**src/sfc_map.svh**
```systemverilog
// Constants for the serial flash instruction decoder
`ifndef SFC_MAP_SVH
`define SFC_MAP_SVH
`define SFC_OP_WREN      8'h06
`define SFC_OP_WRDI      8'h04
`define SFC_OP_RDSR_LO   8'h05
`define SFC_OP_RDSR_HI   8'h35
`define SFC_OP_WRSR      8'h01
`define SFC_OP_READ      8'h03
`define SFC_OP_FREAD     8'h0B
`define SFC_OP_DREAD     8'h3B
`define SFC_BIT_BUSY     0
`define SFC_BIT_WEL      1
`define SFC_LO_WMASK     8'hBC
`define SFC_HI_WMASK     8'h03
`define SFC_SR_RESET     8'h00
`define SFC_ADDR_BITS    24
`define SFC_DUMMY_CLKS   8
`define SFC_CLK_MHZ      200
`define SFC_TW_US        10
`define SFC_TW_CYCLES    (`SFC_TW_US * `SFC_CLK_MHZ)
`endif

```
**src/sfc_pkg.sv**
```systemverilog
// Types for the serial flash instruction decoder
package sfc_pkg;
  typedef enum logic [6:0] {
    SFC_IDLE  = 7'b000_0001,
    SFC_OPC   = 7'b000_0010,
    SFC_ADDR  = 7'b000_0100,
    SFC_DUMMY = 7'b000_1000,
    SFC_DATA  = 7'b001_0000,
    SFC_WDAT  = 7'b010_0000,
    SFC_IGN   = 7'b100_0000
  } sfc_state_e;
endpackage

```
**src/sfc_core.sv**
```systemverilog
// Serial flash instruction decoder: enable latch, status and read paths
//
// Overview of operation
// - 06h sets write enable latch
// - Status write refused unless latch set
// - 04h clears write enable latch
// - Latch cleared at reset and write completion
// - Status shifted out MSB first, falling edges
// - Status reads accepted even while busy
// - Status byte repeats until select rises
// - 01h plus one or two bytes, latch needed
// - Status write changes only lock, protect and quad bits
// - Status write only on bit 8 or 16
// - Eight-bit write clears quad and second lock
// - Valid write starts timed busy cycle
// - Protect bits exported to array control
// - Status bits default to zero
// - Read code plus 24-bit address, rising edges
// - Data MSB first, address auto-increments
// - Plain read ignored while busy
// - Fast read inserts eight dummy clocks
// - Dual read drives two bits per clock
// - Busy ignores all but status reads
// - Write aborted if select rises mid-byte
// - Select fall starts decode, first byte opcode
`timescale 1ns/10ps
`default_nettype none
`include "sfc_map.svh"
module sfc_core import sfc_pkg::*; #(
  parameter int TW_CYCLES = `SFC_TW_CYCLES,
  parameter int FIFO_DEPTH = 32
) (
  input  wire logic       core_clk,
  input  wire logic       rst_n,
  input  wire logic       cs_n_pin,
  input  wire logic       sclk_pin,
  input  wire logic       io0_in,
  input  wire logic       io1_in,
  output logic            io0_out,
  output logic            io0_oe,
  output logic            io1_out,
  output logic            io1_oe,
  output logic [23:0]     mem_addr,
  output logic            mem_req,
  input  wire logic [7:0] mem_data,
  input  wire logic       mem_valid,
  output logic            mem_ready,
  output logic [4:0]      protect_bits,
  output logic            busy
);
  logic [2:0] cs_sync_q;
  logic [2:0] clk_sync_q;
  logic [1:0] d0_sync_q;
  logic [1:0] d1_sync_q;
  logic       cs_low;
  logic       cs_fall;
  logic       cs_rise;
  logic       rise;
  logic       fall;
  sfc_state_e st_q;
  logic [7:0]  sh_q;
  logic [3:0]  bit_q;
  logic [7:0]  op_q;
  logic [4:0]  abit_q;
  logic [23:0] addr_q;
  logic [3:0]  dcnt_q;
  logic [4:0]  wcnt_q;
  logic [15:0] wdat_q;
  logic [7:0]  sr_lo_q;
  logic [7:0]  sr_hi_q;
  logic        wel_q;
  logic        busy_q;
  logic [31:0] tw_q;
  logic [7:0]  out_q;
  logic [3:0]  obit_q;
  logic        is_status_rd;
  logic        is_dual;
  logic [7:0]  sample_byte;
  logic        f_valid;
  logic [7:0]  f_data;
  logic        f_ready;
  logic        f_in_ready;
  logic        fetch_q;
  logic        flush;

  // Pins cross into core_clk; only stage two onward feeds logic
  always_ff @(posedge core_clk) begin
    if (!rst_n) begin
      cs_sync_q  <= 3'h7;
      clk_sync_q <= 3'h0;
      d0_sync_q  <= 2'h0;
      d1_sync_q  <= 2'h0;
    end else begin
      cs_sync_q  <= {cs_sync_q[1:0], cs_n_pin};
      clk_sync_q <= {clk_sync_q[1:0], sclk_pin};
      d0_sync_q  <= {d0_sync_q[0], io0_in};
      d1_sync_q  <= {d1_sync_q[0], io1_in};
    end
  end
  assign cs_low  = !cs_sync_q[1];
  assign cs_fall = cs_sync_q[2] && !cs_sync_q[1];
  assign cs_rise = !cs_sync_q[2] && cs_sync_q[1];
  assign rise    = cs_low && !clk_sync_q[2] && clk_sync_q[1];
  assign fall    = cs_low && clk_sync_q[2] && !clk_sync_q[1];
  assign sample_byte  = {sh_q[6:0], d0_sync_q[1]};
  assign is_status_rd = (op_q == `SFC_OP_RDSR_LO) || (op_q == `SFC_OP_RDSR_HI);
  assign is_dual      = (op_q == `SFC_OP_DREAD);
  assign flush        = cs_rise || cs_fall;

  // Decoder state, opcode capture and address / data shifting
  always_ff @(posedge core_clk) begin
    if (!rst_n) begin
      st_q   <= SFC_IDLE;
      sh_q   <= 8'h00;
      bit_q  <= 4'h0;
      op_q   <= 8'h00;
      abit_q <= 5'h00;
      addr_q <= 24'h00_0000;
      dcnt_q <= 4'h0;
      wcnt_q <= 5'h00;
      wdat_q <= 16'h0000;
    end else if (!cs_low) begin
      st_q  <= SFC_IDLE;
      bit_q <= 4'h0;
    end else begin
      case (st_q)
        SFC_IDLE: begin
          if (cs_fall) begin
            st_q  <= SFC_OPC;
            bit_q <= 4'h0;
          end
        end
        SFC_OPC: begin
          if (rise) begin
            sh_q  <= sample_byte;
            bit_q <= bit_q + 4'h1;
            if (bit_q == 4'h7) begin
              op_q <= sample_byte;
              if (busy_q && sample_byte != `SFC_OP_RDSR_LO
                  && sample_byte != `SFC_OP_RDSR_HI) begin
                st_q <= SFC_IGN;
              end else begin
                case (sample_byte)
                  `SFC_OP_RDSR_LO, `SFC_OP_RDSR_HI: st_q <= SFC_DATA;
                  `SFC_OP_READ, `SFC_OP_FREAD, `SFC_OP_DREAD: begin
                    st_q   <= SFC_ADDR;
                    abit_q <= 5'h00;
                  end
                  `SFC_OP_WRSR: begin
                    st_q   <= SFC_WDAT;
                    wcnt_q <= 5'h00;
                  end
                  `SFC_OP_WREN, `SFC_OP_WRDI: st_q <= SFC_IGN;
                  default: st_q <= SFC_IGN;
                endcase
              end
            end
          end
        end
        SFC_ADDR: begin
          if (rise) begin
            addr_q <= {addr_q[22:0], d0_sync_q[1]};
            abit_q <= abit_q + 5'h01;
            if (abit_q == 5'(`SFC_ADDR_BITS - 1)) begin
              dcnt_q <= 4'h0;
              st_q   <= (op_q == `SFC_OP_READ) ? SFC_DATA : SFC_DUMMY;
            end
          end
        end
        SFC_DUMMY: begin
          if (rise) begin
            dcnt_q <= dcnt_q + 4'h1;
            if (dcnt_q == 4'(`SFC_DUMMY_CLKS - 1)) begin
              st_q <= SFC_DATA;
            end
          end
        end
        SFC_WDAT: begin
          if (rise) begin
            wdat_q <= {wdat_q[14:0], d0_sync_q[1]};
            wcnt_q <= (wcnt_q == 5'h1F) ? wcnt_q : wcnt_q + 5'h01;
          end
        end
        SFC_DATA: begin
          if (fetch_q) begin
            addr_q <= addr_q + 24'h00_0001;
          end
        end
        SFC_IGN: begin
          // count bits, holding at 15, so a stray ninth bit voids the enable byte
          if (rise && bit_q != 4'hF) begin
            bit_q <= bit_q + 4'h1;
          end
        end
        default: st_q <= SFC_IDLE;
      endcase
    end
  end

  // Status registers, write enable latch and self-timed write cycle
  always_ff @(posedge core_clk) begin
    if (!rst_n) begin
      sr_lo_q <= `SFC_SR_RESET;
      sr_hi_q <= `SFC_SR_RESET;
      wel_q   <= 1'b0;
      busy_q  <= 1'b0;
      tw_q    <= 32'h0000_0000;
    end else begin
      if (busy_q) begin
        if (tw_q == 32'h0000_0001) begin
          busy_q <= 1'b0;
          wel_q  <= 1'b0;
        end
        tw_q <= tw_q - 32'h0000_0001;
      end else if (cs_rise && bit_q == 4'h8 && st_q == SFC_IGN) begin
        if (op_q == `SFC_OP_WREN) begin
          wel_q <= 1'b1;
        end
        if (op_q == `SFC_OP_WRDI) begin
          wel_q <= 1'b0;
        end
      end else if (cs_rise && st_q == SFC_WDAT && wel_q) begin
        // only 8 or 16 whole bits, latch set
        if (wcnt_q == 5'd8 || wcnt_q == 5'd16) begin
          sr_lo_q <= (sr_lo_q & ~`SFC_LO_WMASK)
                   | ((wcnt_q == 5'd8 ? wdat_q[7:0] : wdat_q[15:8]) & `SFC_LO_WMASK);
          // eight bits clear quad and second lock
          sr_hi_q <= (sr_hi_q & ~`SFC_HI_WMASK)
                   | ((wcnt_q == 5'd8 ? 8'h00 : wdat_q[7:0]) & `SFC_HI_WMASK);
          busy_q <= 1'b1;
          tw_q   <= 32'(TW_CYCLES);
        end
      end
    end
  end

  // Read data comes through the FIFO; array stalls are absorbed here
  always_ff @(posedge core_clk) begin
    if (!rst_n || !cs_low) begin
      fetch_q <= 1'b0;
    end else begin
      fetch_q <= (st_q == SFC_DATA) && !is_status_rd && f_in_ready
                 && !fetch_q && !mem_req_q_pending();
    end
  end
  function automatic logic mem_req_q_pending();
    return f_valid;
  endfunction

  sfc_fifo #(
    .WIDTH (8),
    .DEPTH (FIFO_DEPTH)
  ) u_fifo (
    .clk       (core_clk),
    .rst_n     (rst_n),
    .flush     (flush),
    .in_data   (mem_data),
    .in_valid  (mem_valid),
    .in_ready  (f_in_ready),
    .out_data  (f_data),
    .out_valid (f_valid),
    .out_ready (f_ready)
  );
  assign f_ready = (st_q == SFC_DATA) && !is_status_rd && fall && obit_q == 4'h0;

  always_ff @(posedge core_clk) begin
    if (!rst_n || !cs_low || st_q != SFC_DATA) begin
      out_q   <= 8'h00;
      obit_q  <= 4'h0;
      io0_out <= 1'b0;
      io1_out <= 1'b0;
      io0_oe  <= 1'b0;
      io1_oe  <= 1'b0;
    end else if (fall) begin
      if (obit_q == 4'h0) begin
        if (is_status_rd) begin
          out_q <= (op_q == `SFC_OP_RDSR_LO)
                   ? {sr_lo_q[7:2], wel_q, busy_q} : sr_hi_q;
        end else begin
          out_q <= f_data;
        end
      end
      if (is_dual) begin
        io0_oe  <= 1'b1;
        io1_oe  <= 1'b1;
        io1_out <= (obit_q == 4'h0) ? f_data[7] : out_q[7 - 2 * obit_q[1:0]];
        io0_out <= (obit_q == 4'h0) ? f_data[6] : out_q[6 - 2 * obit_q[1:0]];
        obit_q  <= (obit_q == 4'h3) ? 4'h0 : obit_q + 4'h1;
      end else begin
        io1_oe  <= 1'b1;
        io1_out <= (obit_q == 4'h0)
                   ? (is_status_rd ? ((op_q == `SFC_OP_RDSR_LO) ? sr_lo_q[7] : sr_hi_q[7])
                                   : f_data[7])
                   : out_q[3'(7 - obit_q)];
        obit_q  <= (obit_q == 4'h7) ? 4'h0 : obit_q + 4'h1;
      end
    end
  end

  // protect field handed to array control; reads blocked via
  always_ff @(posedge core_clk) begin
    if (!rst_n) begin
      mem_addr     <= 24'h00_0000;
      mem_req      <= 1'b0;
      mem_ready    <= 1'b0;
      protect_bits <= 5'h00;
      busy         <= 1'b0;
    end else begin
      mem_addr     <= addr_q;
      mem_req      <= fetch_q;
      mem_ready    <= f_in_ready;
      protect_bits <= sr_lo_q[6:2];
      busy         <= busy_q;
    end
  end
endmodule
`default_nettype wire

```
**src/sfc_fifo.sv**
```systemverilog
// Small synchronous FIFO with valid/ready on both sides
`timescale 1ns/10ps
`default_nettype none
module sfc_fifo #(
  parameter int WIDTH = 8,
  parameter int DEPTH = 32
) (
  input  wire logic             clk,
  input  wire logic             rst_n,
  input  wire logic             flush,
  input  wire logic [WIDTH-1:0] in_data,
  input  wire logic             in_valid,
  output logic                  in_ready,
  output logic [WIDTH-1:0]      out_data,
  output logic                  out_valid,
  input  wire logic             out_ready
);
  localparam int AW = $clog2(DEPTH);
  logic [WIDTH-1:0] mem [DEPTH];
  logic [AW-1:0]    wr_q;
  logic [AW-1:0]    rd_q;
  logic [AW:0]      cnt_q;
  logic             push;
  logic             pop;
  assign in_ready  = (cnt_q != (AW+1)'(DEPTH));
  assign out_valid = (cnt_q != '0);
  assign out_data  = mem[rd_q];
  assign push      = in_valid && in_ready;
  assign pop       = out_valid && out_ready;
  always_ff @(posedge clk) begin
    if (push) begin
      mem[wr_q] <= in_data;
    end
  end
  always_ff @(posedge clk) begin
    if (!rst_n || flush) begin
      wr_q  <= '0;
      rd_q  <= '0;
      cnt_q <= '0;
    end else begin
      if (push) begin
        wr_q <= wr_q + 1'b1;
      end
      if (pop) begin
        rd_q <= rd_q + 1'b1;
      end
      if (push && !pop) begin
        cnt_q <= cnt_q + 1'b1;
      end else if (pop && !push) begin
        cnt_q <= cnt_q - 1'b1;
      end
    end
  end
endmodule
`default_nettype wire

```
**config.mk**
```make
export PLATFORM = sky130hd
export DESIGN_NAME = sfc_core
export DESIGN_NICKNAME = d
export VERILOG_FILES = /design/src/sfc_pkg.sv /design/src/sfc_core.sv /design/src/sfc_fifo.sv
export VERILOG_INCLUDE_DIRS = /design/src
export SDC_FILE = /design/constraint.sdc
export NUM_CORES = 1
export LEC_CHECK = 0
export BUFFER_PORTS_ARGS = -buffer_cell sky130_fd_sc_hd__clkbuf_2
export CAP_MARGIN = 0
export CORE_MARGIN = 1.5
export CORE_UTILIZATION = 45
export CTS_BUF_LIST = sky130_fd_sc_hd__clkbuf_8 sky130_fd_sc_hd__clkbuf_16
export DETAILED_ROUTE_END_ITERATION = 10
export PLACE_DENSITY = 0.59
export SYNTH_ARGS = -nofsm -noshare
export SYNTH_HDL_FRONTEND = slang
export SYNTH_SLANG_ARGS = --single-unit
```
**constraint.sdc**
```tcl
create_clock -name core_clk -period 4.4 [get_ports core_clk]
set_clock_uncertainty 0.2 [all_clocks]
set_input_delay 0.44 -clock core_clk [delete_from_list [all_inputs] [get_ports core_clk]]
set_output_delay 0.44 -clock core_clk [all_outputs]
set_load 0.01 [all_outputs]
```
==> flow_summary_export.csv, run 1 <==
group,metric,value,unit
run_status,outcome,"finished clean",
pwr,netSwitchingFraction,0.213,
logic_synthesis,synth_top_area_cell,"sky130_fd_sc_hd__edfxtp_1",
logic_synthesis,ys.flop_type,"sky130_fd_sc_hd__edfxtp_1",
drt,final_antenna_net_count,0,
logic_synthesis,synth_top_area_share,0.404,
drt,first_iter_violations,971,
placement,placement.io_buffers,48,
global_route,track_usage,0.201,
logic_synthesis,mappedNetlistArea,19000,µm²
min_path,timing.hold.worst.class,"in2reg",
setup_path,capturing_element_of_the_worst_setup_path,"u_fifo.cnt_q[5]",
drt,num_vias,12300,
clocking,cts_inserted_buffers,49,
setup_path,timing.critical_path.buf_inv,1,
clocking,cts_sinks,454,
setup_path,worst_r2r_endpoint,"u_fifo.cnt_q[5]",
drt,drt-total-wl,43200,µm
pwr,p_comb_frac,0.036,
global_route,wire_length_of_the_first_global_routing_pass,68100,µm
setup_path,setup.worst_path.class,"reg2reg",
finish,n_fill_cell,3622,
pwr,seq_power_share,0.503,
finish,final_cells,2148,
pwr,vdd_ir_drop_max,0.000471,V
pwr,clock_power_share,0.461,
finish,multiInputGateArea,6910,µm²
clocking,cts_tree,"done",
placement,globalplace.congestion,0.805,
pwr,p_per_area,422,nW/µm²
setup_path,timing.critical_path.from_type,"flop",
setup_path,end_kind,"flop",
setup_path,setup.reg_to_reg.worst_slack,0.73,ns
finish,diodes,0,
timing,max_freq,273,MHz
clocking,htree_levels,2,
logic_synthesis,synth_seq_area_share,0.612,
global_route,grt_max_degree,61,
logic_synthesis,synth.area.top_cells,"sky130_fd_sc_hd__edfxtp_1 (40%), sky130_fd_sc_hd__dfxtp_1 (21%), sky130_fd_sc_hd__mux4_2 (7.2%), sky130_fd_sc_hd__nor2_1 (3.5%), sky130_fd_sc_hd__mux2i_1 (2.9%)",
timing,hold_violations,0,
floorplanning,die_y,209,µm
placement,place_inst,2054,
finish,number_of_nets_at_the_end_of_the_flow,1609,
timing,slew_viol_final,0,
floorplanning,fp-row-count,75,
floorplanning,num_io_pins,51,
drt,routed_via_density,5.72,
logic_synthesis,synth_enable_flop_cells,256,
finish,layout.area.seq,11700,µm²
logic_synthesis,async_flop_share,0,
setup_path,reg2reg_depth,12,
logic_synthesis,flip_flop_and_latch_count_after_synthesis,454,
timing,layout_worst_path_cycle_share,0.833,
drt,drtPass1Iterations,5,
setup_path,critPathRequiredTime,4.64,ns
clocking,clock_root_buffer,"sky130_fd_sc_hd__clkbuf_16",
timing,grt_setup_unrepaired,"false",
timing,worst_pin_slew,1.09,ns
setup_path,cpLargestDelayFamily,"simple AND/OR/NAND/NOR gates",
floorplanning,die_area,43500,µm²
timing,count_of_endpoints_failing_setup_in_the_final_report,0,
logic_synthesis,synth_warnings,0,
global_route,antenna_violations_before_repair,0,
setup_path,cp_cell_sequence,"nor3b_1, and2_1, nand4_1, ha_1, inv_1, ha_1, a21o_1, a21o_1, a211o_1, o211ai_1, xnor2_1, nor2_1",
pwr,p_leak,0.00721,µW
drt,detail_route.drc_violations,0,
logic_synthesis,synthesis.nets,1568,
logic_synthesis,synth.lib_cells_used.distinct,76,
floorplanning,initial_utilization,0.455,
setup_path,critPathLaunch,"cs_sync_q[1]",
clocking,cts-root-to-sink-buffers,3,
flow_run,max_cap_violations,0,
pwr,power.net_switching,1930,µW
timing,finalWorstPathRequiredPeriod,3.67,ns
global_route,first_global_vias,11900,
drt,post_drt_wl_per_cell,20.1,µm
logic_synthesis,synth.avg_cell_area,12.5,µm²
min_path,timing.hold.worst_path_depth,5,
pwr,p_int,7120,µW
setup_path,worstSetupPathDepth,12,
timing,setup_total_negative_slack,0,ns
setup_path,worst_r2r_startpoint,"cs_sync_q[1]",
setup_path,worstPathMaxFanout,11,
finish,area_growth_syn_to_layout,12.7,%
timing,timing.max_slew.rel_slack,0.265,
setup_path,crit_slowest_cell,"sky130_fd_sc_hd__nor3b_1",
floorplanning,fp.coreArea,41900,µm²
placement,dpl.hpwl,27700,µm
setup_path,cp.arrival,3.90,ns
clocking,clkLatencyLatePin,0.58,ns
global_route,grt_overflow,0,
logic_synthesis,synthCells,1528,
floorplanning,die_x,209,µm
finish,final_layout_size_suffix_gt1_frac,0.142,
clocking,post_cts_resize_count,0,
clocking,clkTransAtPathRegs,0.06,ns
setup_path,cp_slowest_stage_delay,0.58,ns
per-stage QoR:
step           hold WS (ns)  instance area, µm²  utilization  worst slack [ns]  total power, µW
2_1_floorplan         0.186               19000            -             0.858             4840
3_3_place_gp          0.227               19800        0.472             0.828             4950
3_5_place_dp          0.235               19800        0.472             0.800             4960
4_1_cts               0.172               21400        0.512             0.779             9130
5_1_grt               0.241               21400        0.512             0.448             9320
6_report              0.209               21400        0.512             0.734             9050
layer usage:
metal | up-vias | part of all wire | track usage
met5 | - | 0 | 0
met4 | 0 | 0.023 | 0.0637
met3 | 59 | 0.052 | 0.0296
met2 | 342 | 0.46 | 0.322
met1 | 6027 | 0.46 | 0.284
li1 | 5864 | - | -
power groups by stage:
stage,clock network [µW],registers (µW),logic [µW]
5_1_grt,4410,4560,358
2_1_floorplan,0,4640,201
6_report,4170,4550,324
4_1_cts,4260,4550,326
3_5_place_dp,0,4640,322
3_3_place_gp,0,4640,314
synthesized netlist by cell type (all sizes together) (10+ instances only):
| library cell | n |
|---|---|
| inv | 31 |
| a22oi | 35 |
| and3 | 12 |
| nand2 | 85 |
| or4 | 11 |
| o211ai | 11 |
| nor3 | 29 |
| mux4 | 62 |
| nand3 | 57 |
| ha | 24 |
| or3 | 18 |
| xnor2 | 11 |
| dfxtp | 198 |
| a31oi | 11 |
| xor2 | 12 |
| nor4 | 15 |
| mux2i | 56 |
| edfxtp | 256 |
| o21ai | 54 |
| nor2b | 12 |
| nor2 | 176 |
| nand4 | 25 |
| a211oi | 11 |
| nor3b | 10 |
| a21oi | 73 |
| clkbuf | 59 |
| buf | 23 |
| and2 | 37 |
registers in the layout, indices dropped and copies added, names as in the netlist, 3 cells and up, named ones only:
| name | cells |
|---|---|
| wcnt_q | 5 |
| abit_q | 5 |
| clk_sync_q | 3 |
| out_q | 8 |
| sh_q | 7 |
| obit_q | 4 |
| addr_q | 24 |
| u_fifo.cnt_q | 6 |
| st_q | 7 |
| protect_bits | 4 |
| u_fifo.wr_q | 5 |
| bit_q | 4 |
| op_q | 8 |
| sr_lo_q | 5 |
| u_fifo.mem | 256 |
| cs_sync_q | 3 |
| tw_q | 32 |
| dcnt_q | 4 |
| mem_addr | 24 |
| wdat_q | 16 |
| u_fifo.rd_q | 5 |
worst min-delay path, stage by stage:
cell and delay, ns:
sky130_fd_sc_hd__clkbuf_2 0.09, sky130_fd_sc_hd__inv_1 0.07, sky130_fd_sc_hd__a31oi_1 0.14, sky130_fd_sc_hd__xnor2_1 0.16, sky130_fd_sc_hd__nor2_1 0.03
cell type report:
class                   count  share of cell area
flip-flops and latches    454               0.544
multi-input cells         961               0.322
clock buffers              53              0.0608
well taps                 539              0.0314
repair buffers             72              0.0205
clock inverters            38              0.0160
inverters                  31             0.00543
kinds of logic (layout without fill, tap and decap cells):
group,Yosys count,in the layout,synth area share
AOI/OAI and AO/OA,259,259,0.0871
xor gates and xnor gates,23,23,0.0106
adders and majority gates,25,25,0.0168
buffers and inverters,113,194,0.0245
DFF,454,454,0.612
muxes,125,125,0.107
other,1,1,0.000197
and+or+nand+nor,528,528,0.141
worst min-delay path by stage:
stage,start,endpoint,slack (ns)
after floorplan,cs_sync_q[0],cs_sync_q[1],0.19
after global placement,d0_sync_q[0],d0_sync_q[1],0.23
after detailed placement,d0_sync_q[0],d0_sync_q[1],0.24
after CTS,mem_valid,u_fifo.wr_q[0],0.17
after global routing,d0_sync_q[0],d0_sync_q[1],0.24
final,mem_valid,u_fifo.wr_q[0],0.21
timing repair:
| action | in CTS | in global routing |
|---|---|---|
| buffers inserted | 0 | 0 |
| endpoints found under the hold margin | 3 | 0 |
| hold buffers | 3 | 0 |
cells in the final DEF, fill, tap and decap left out, types with 27 or more instances in the layout:
master,count
sky130_fd_sc_hd__nand2_1,85
sky130_fd_sc_hd__dfxtp_1,195
sky130_fd_sc_hd__edfxtp_1,256
sky130_fd_sc_hd__clkbuf_2,48
sky130_fd_sc_hd__and2_1,37
sky130_fd_sc_hd__clkbuf_16,51
sky130_fd_sc_hd__nand3_1,57
sky130_fd_sc_hd__inv_1,38
sky130_fd_sc_hd__a22oi_1,35
sky130_fd_sc_hd__nor2_1,176
sky130_fd_sc_hd__o21ai_0,49
sky130_fd_sc_hd__a21oi_1,72
sky130_fd_sc_hd__mux4_2,61
sky130_fd_sc_hd__nor3_1,27
sky130_fd_sc_hd__mux2i_1,56
Power figures use the tool's default switching activity.
==> inputs of run 2 (changes only) <==
==> constraint.sdc (replaced) <==
create_clock -name core_clk -period 3.7 [get_ports core_clk]
set_clock_uncertainty 0.2 [all_clocks]
set_input_delay 0.37 -clock core_clk [delete_from_list [all_inputs] [get_ports core_clk]]
set_output_delay 0.37 -clock core_clk [all_outputs]
set_load 0.01 [all_outputs]
==> run 2 against run 1 <==
Net effect: global-route usage grew 0.27 points; cell area is 0.51% higher; count of clock-buffer cells in the layout fell by 1; critical path depth increased by 2; sequential power up 19%; cell count up 1.4%; power grew 15%; via count rose by 1.8%; setup slack worse by 0.38 ns; routed wire length increased by 1.5%; non-clock buffer count increased by 31; critical path type unchanged.
==> flow_summary_export.csv, run 2 (synthesis results as in run 1) <==
group,metric,value,unit
run_status,outcome,"finished clean",
finish,most_common_cell_after_layout_fill_and_taps_aside,"sky130_fd_sc_hd__edfxtp_1",
pwr,vdd_ir_drop_max,0.000409,V
pwr,p_leak,0.00732,µW
min_path,timing.hold.worst.class,"in2reg",
pwr,power.net_switching,2310,µW
timing,slew_viol_final,0,
timing,layout_worst_path_cycle_share,0.906,
timing,timing.max_slew.rel_slack,0.212,
timing,grt_setup_unrepaired,"false",
clocking,clkTransAtPathRegs,0.06,ns
setup_path,worstPathMaxFanout,7,
clocking,htree_levels,2,
clocking,cts_tree,"done",
global_route,grt_overflow,0,
finish,reg.largest.list,"u_fifo.mem x256, tw_q x32",
clocking,cts_post_setup_buffers_inserted,0,
timing,count_of_endpoints_failing_setup_in_the_final_report,0,
clocking,post_cts_resize_count,0,
finish,n_fill_cell,3608,
placement,dpl_worst_slack,0.402,ns
min_path,timing.hold.worst_path_depth,6,
pwr,p_comb_frac,0.037,
setup_path,critPathRequiredTime,3.93,ns
timing,finalWorstPathRequiredPeriod,3.35,ns
pwr,p_per_area,484,nW/µm²
floorplanning,die_y,209,µm
pwr,clock_power_share,0.443,
setup_path,setup.worst_path.class,"reg2reg",
finish,diodes,0,
pwr,p_int,8120,µW
drt,num_vias,12500,
finish,layout.area.seq,11700,µm²
timing,worst_pin_slew,1.18,ns
placement,placement.io_buffers,48,
clocking,clock_root_buffer,"sky130_fd_sc_hd__clkbuf_16",
finish,top_register,"u_fifo.mem",
clocking,cts-root-to-sink-buffers,3,
global_route,wire_length_of_the_first_global_routing_pass,69000,µm
pwr,netSwitchingFraction,0.222,
pwr,seq_power_share,0.519,
placement,place_inst,2085,
timing,max_freq,298,MHz
finish,multiInputGateArea,6910,µm²
timing,setup_total_negative_slack,0,ns
drt,detail_route.drc_violations,0,
floorplanning,die_x,209,µm
timing,whs,0.168,ns
finish,final_layout_size_suffix_gt1_frac,0.161,
floorplanning,fp-row-count,75,
finish,number_of_nets_at_the_end_of_the_flow,1639,
drt,first_iter_violations,903,
placement,globalplace.congestion,0.837,
finish,largest_register_ffs,256,
finish,final_cells,2177,
setup_path,cp.arrival,3.58,ns
floorplanning,num_io_pins,51,
floorplanning,initial_utilization,0.455,
clocking,cts_inserted_buffers,48,
timing,layout_setup_ws,0.349,ns
drt,drt-total-wl,43900,µm
clocking,cts_sinks,454,
drt,drtPass1Iterations,7,
placement,dpl.hpwl,28200,µm
timing,hold_violations,0,
finish,commonest_cells_after_routing_fill_and_taps_aside,"sky130_fd_sc_hd__edfxtp_1 (256), sky130_fd_sc_hd__dfxtp_1 (195), sky130_fd_sc_hd__nor2_1 (176)",
global_route,track_usage,0.204,
global_route,first_global_vias,12100,
setup_path,timing.critical_path.from_type,"flop",
setup_path,reg2reg_depth,14,
finish,area_growth_syn_to_layout,13.3,%
drt,routed_via_density,5.75,
flow_run,max_cap_violations,0,
clocking,cts.hold.buffers_added,3,
global_route,grt_max_degree,53,
floorplanning,die_area,43500,µm²
setup_path,end_kind,"flop",
clocking,clkLatencyLatePin,0.59,ns
floorplanning,fp.coreArea,41900,µm²
finish,utilization,0.515,
global_route,antenna_violations_before_repair,0,
drt,post_drt_wl_per_cell,20.1,µm
drt,final_antenna_net_count,0,
run 2: changes by cell type in the layout (fill, tap and decap cells not counted):
cell and change:
sky130_fd_sc_hd__clkinv_2 +4, sky130_fd_sc_hd__clkinv_4 +1, sky130_fd_sc_hd__inv_6 +1, sky130_fd_sc_hd__clkbuf_16 -3
sky130_fd_sc_hd__clkbuf_8 +2, sky130_fd_sc_hd__inv_16 +1, sky130_fd_sc_hd__clkinvlp_2 +2, sky130_fd_sc_hd__clkinv_1 -6
sky130_fd_sc_hd__buf_4 +31, sky130_fd_sc_hd__bufinv_16 -4
run 2: stage by stage:
step                      instance area [µm²]  power, µW
after floorplan                         19000       5750
after global placement                  20000       5890
after detailed placement                20000       5910
after CTS                               21600      10500
after global routing                    21600      10800
final                                   21600      10400
run 2: power by group through the flow:
| stage | logic [µW] | registers [µW] | clock network, µW |
|---|---|---|---|
| after floorplan | 240 | 5510 | 0 |
| after global placement | 376 | 5520 | 0 |
| after detailed placement | 389 | 5520 | 0 |
| after CTS | 392 | 5410 | 4730 |
| after global routing | 429 | 5410 | 4920 |
| final | 391 | 5410 | 4620 |
run 2: layout make-up:
cell class              count  area share
clock inverters            37      0.0124
well taps                 539      0.0313
clock buffers              52      0.0583
multi-input cells         961       0.321
flip-flops and latches    454       0.541
inverters                  31     0.00540
repair buffers            103      0.0312
run 2: worst paths after layout:
| path | start | end | slack [ns] |
|---|---|---|---|
| setup / recovery | obit_q[1] | u_fifo.cnt_q[5] | 0.35 |
| hold reg to reg | d0_sync_q[0] | d0_sync_q[1] | 0.24 |
| setup reg to reg | obit_q[1] | u_fifo.cnt_q[5] | 0.35 |
| hold / removal | mem_valid | u_fifo.wr_q[0] | 0.17 |
run 2: critical path: stages, from the launching register on:
cell and delay (ns):
sky130_fd_sc_hd__dfxtp_1 0.39, sky130_fd_sc_hd__inv_1 0.11, sky130_fd_sc_hd__ha_1 0.13, sky130_fd_sc_hd__nor3b_1 0.26
sky130_fd_sc_hd__and2_1 0.19, sky130_fd_sc_hd__nand4_1 0.16, sky130_fd_sc_hd__ha_1 0.32, sky130_fd_sc_hd__inv_1 0.19
sky130_fd_sc_hd__ha_1 0.26, sky130_fd_sc_hd__a21o_1 0.17, sky130_fd_sc_hd__a21o_1 0.21, sky130_fd_sc_hd__a211o_1 0.30
sky130_fd_sc_hd__o211ai_1 0.11, sky130_fd_sc_hd__xnor2_1 0.15, sky130_fd_sc_hd__nor2_1 0.05
run 2: routing by layer:
metal,GRT usage,vias up,wire length (µm)
li1,-,5901,-
met1,0.288,6206,20500
met2,0.317,315,19700
met3,0.0385,88,2330
met4,0.0705,0,1300
met5,0,-,0
==> inputs of run 3 (changes only) <==
--- a/config.mk
+++ b/config.mk
@@ -10,7 +10,7 @@
 export CAP_MARGIN = 0
 export CORE_MARGIN = 1.5
 export CORE_UTILIZATION = 45
-export CTS_BUF_LIST = sky130_fd_sc_hd__clkbuf_8 sky130_fd_sc_hd__clkbuf_16
+export CTS_BUF_LIST = sky130_fd_sc_hd__clkbuf_8
 export DETAILED_ROUTE_END_ITERATION = 10
 export PLACE_DENSITY = 0.59
 export SYNTH_ARGS = -nofsm -noshare
==> run 3 against run 2 <==
Net effect: largest cell class unchanged; sequential cell count stayed put; power decreased by 2.6%; register-to-register slack gained 0.02 ns; hold slack got worse by 0.053 ns; die area stayed put; core utilization fell by 0.054 points.
==> flow_summary_export.csv, run 3 (synthesis results as in run 1) <==
group,metric,value,unit
timing,hold_violations,0,
setup_path,cp.arrival,3.62,ns
setup_path,end_kind,"flop",
finish,top_register,"u_fifo.mem",
clocking,htree_levels,3,
drt,final_antenna_net_count,0,
min_path,timing.hold.worst.class,"in2reg",
global_route,first_global_vias,12400,
placement,dpl_worst_slack,0.402,ns
finish,most_common_cell_after_layout_fill_and_taps_aside,"sky130_fd_sc_hd__edfxtp_1",
pwr,vdd_ir_drop_max,0.000286,V
finish,finalInstanceArea,21500,µm²
pwr,netSwitchingFraction,0.228,
setup_path,reg2reg_depth,14,
timing,worst_pin_slew,1.19,ns
clocking,cts_tree,"done",
placement,placement.io_buffers,48,
placement,globalplace.congestion,0.837,
global_route,antenna_violations_before_repair,0,
global_route,wire_length_of_the_first_global_routing_pass,69500,µm
setup_path,critPathRequiredTime,4.00,ns
global_route,grt_overflow,0,
flow_run,max_cap_violations,0,
setup_path,setup.worst_path.class,"reg2reg",
pwr,clock_power_share,0.429,
pwr,overall_power,10200,µW
clocking,cts.hold.buffers_added,3,
clocking,cts-root-to-sink-buffers,3,
clocking,clkLatencyLatePin,0.64,ns
pwr,p_leak,0.00737,µW
timing,max_freq,301,MHz
finish,number_of_nets_at_the_end_of_the_flow,1668,
floorplanning,fp-row-count,75,
drt,first_iter_violations,852,
drt,post_drt_wl_per_cell,19.9,µm
finish,largest_register_ffs,256,
pwr,seq_power_share,0.533,
min_path,timing.hold.worst_path_depth,6,
floorplanning,die_area,43500,µm²
run_status,outcome,"finished clean",
setup_path,timing.critical_path.from_type,"flop",
floorplanning,die_y,209,µm
floorplanning,initial_utilization,0.455,
setup_path,worstPathMaxFanout,7,
timing,whs,0.115,ns
timing,layout_setup_ws,0.373,ns
timing,count_of_endpoints_failing_setup_in_the_final_report,0,
pwr,p_comb_frac,0.038,
drt,detail_route.drc_violations,0,
drt,routed_via_density,5.69,
drt,num_vias,12700,
global_route,grt_max_degree,53,
pwr,power.net_switching,2320,µW
floorplanning,fp.coreArea,41900,µm²
pwr,p_per_area,472,nW/µm²
drt,drtPass1Iterations,5,
clocking,cts_sinks,454,
finish,reg.largest.list,"u_fifo.mem x256, tw_q x32",
placement,dpl.hpwl,28200,µm
placement,placedInstanceArea,20000,µm²
timing,finalWorstPathRequiredPeriod,3.33,ns
pwr,p_int,7840,µW
clocking,cts_inserted_buffers,77,
floorplanning,die_x,209,µm
finish,final_layout_size_suffix_gt1_frac,0.172,
global_route,track_usage,0.206,
clocking,clkTransAtPathRegs,0.06,ns
floorplanning,num_io_pins,51,
finish,area_growth_syn_to_layout,13.2,%
timing,grt_setup_unrepaired,"false",
timing,timing.max_slew.rel_slack,0.204,
drt,drt-total-wl,44200,µm
timing,setup_total_negative_slack,0,ns
clocking,post_cts_resize_count,0,
clocking,clock_root_buffer,"sky130_fd_sc_hd__clkbuf_8",
timing,layout_worst_path_cycle_share,0.899,
timing,slew_viol_final,0,
finish,commonest_cells_after_routing_fill_and_taps_aside,"sky130_fd_sc_hd__edfxtp_1 (256), sky130_fd_sc_hd__dfxtp_1 (195), sky130_fd_sc_hd__nor2_1 (176)",
clocking,cts_post_setup_buffers_inserted,0,
run 3: cell count changes in the layout (fill, tap and decap cells not counted), sizes merged:
| cell | before | now |
|---|---|---|
| diode | 0 | 1 |
| clkinv | 20 | 25 |
| clkinvlp | 4 | 2 |
| inv | 42 | 51 |
| clkbuf | 100 | 136 |
run 3: final timing paths:
| check | startpoint | to | slack (ns) |
|---|---|---|---|
| min reg2reg | d0_sync_q[0] | d0_sync_q[1] | 0.25 |
| max reg2reg | obit_q[1] | u_fifo.cnt_q[5] | 0.37 |
| max | obit_q[1] | u_fifo.cnt_q[5] | 0.37 |
| min | mem_valid | u_fifo.wr_q[0] | 0.12 |
run 3: metrics by stage:
step	instances	utilization
3_5_place_dp	2085	0.478
5_1_grt	2225	0.514
3_3_place_gp	2085	0.478
2_1_floorplan	1528	-
4_1_cts	2225	0.514
6_report	2226	0.514
run 3: critical path, stage by stage (launching register included):
cell                       delay (ns)
sky130_fd_sc_hd__dfxtp_1         0.39
sky130_fd_sc_hd__inv_1           0.12
sky130_fd_sc_hd__ha_1            0.14
sky130_fd_sc_hd__nor3b_1         0.25
sky130_fd_sc_hd__and2_1          0.19
sky130_fd_sc_hd__nand4_1         0.15
sky130_fd_sc_hd__ha_1            0.31
sky130_fd_sc_hd__inv_1           0.19
sky130_fd_sc_hd__ha_1            0.26
sky130_fd_sc_hd__a21o_1          0.17
sky130_fd_sc_hd__a21o_1          0.21
sky130_fd_sc_hd__a211o_1         0.30
sky130_fd_sc_hd__o211ai_1        0.11
sky130_fd_sc_hd__xnor2_1         0.14
sky130_fd_sc_hd__nor2_1          0.05
run 3: final cells by class:
| cell class | instances | area, µm² |
|---|---|---|
| antenna | 1 | 2.50 |
| clock buffer | 88 | 1210 |
| clock inverter | 49 | 288 |
| fill | 3618 | 20300 |
| inverter | 31 | 116 |
| multi-input combinational | 961 | 6910 |
| sequential | 454 | 11700 |
| tap | 539 | 674 |
| timing repair buffer | 103 | 673 |
run 3: power by group through the flow:
stage / sequential (µW) / clock (µW) / combinational [µW]
final: 5410 / 4350 / 390
after global routing: 5420 / 4680 / 429
after CTS: 5410 / 4460 / 392
after detailed placement: 5520 / 0 / 389
after global placement: 5520 / 0 / 376
after floorplan: 5510 / 0 / 240
run 3: routing by layer:
metal / global-route usage / vias up / routed length [µm]
met5: 0 / - / 0
met4: 0.0702 / 0 / 1040
met3: 0.0350 / 77 / 1940
met2: 0.323 / 326 / 20400
met1: 0.290 / 6287 / 20900
li1: - / 5970 / -
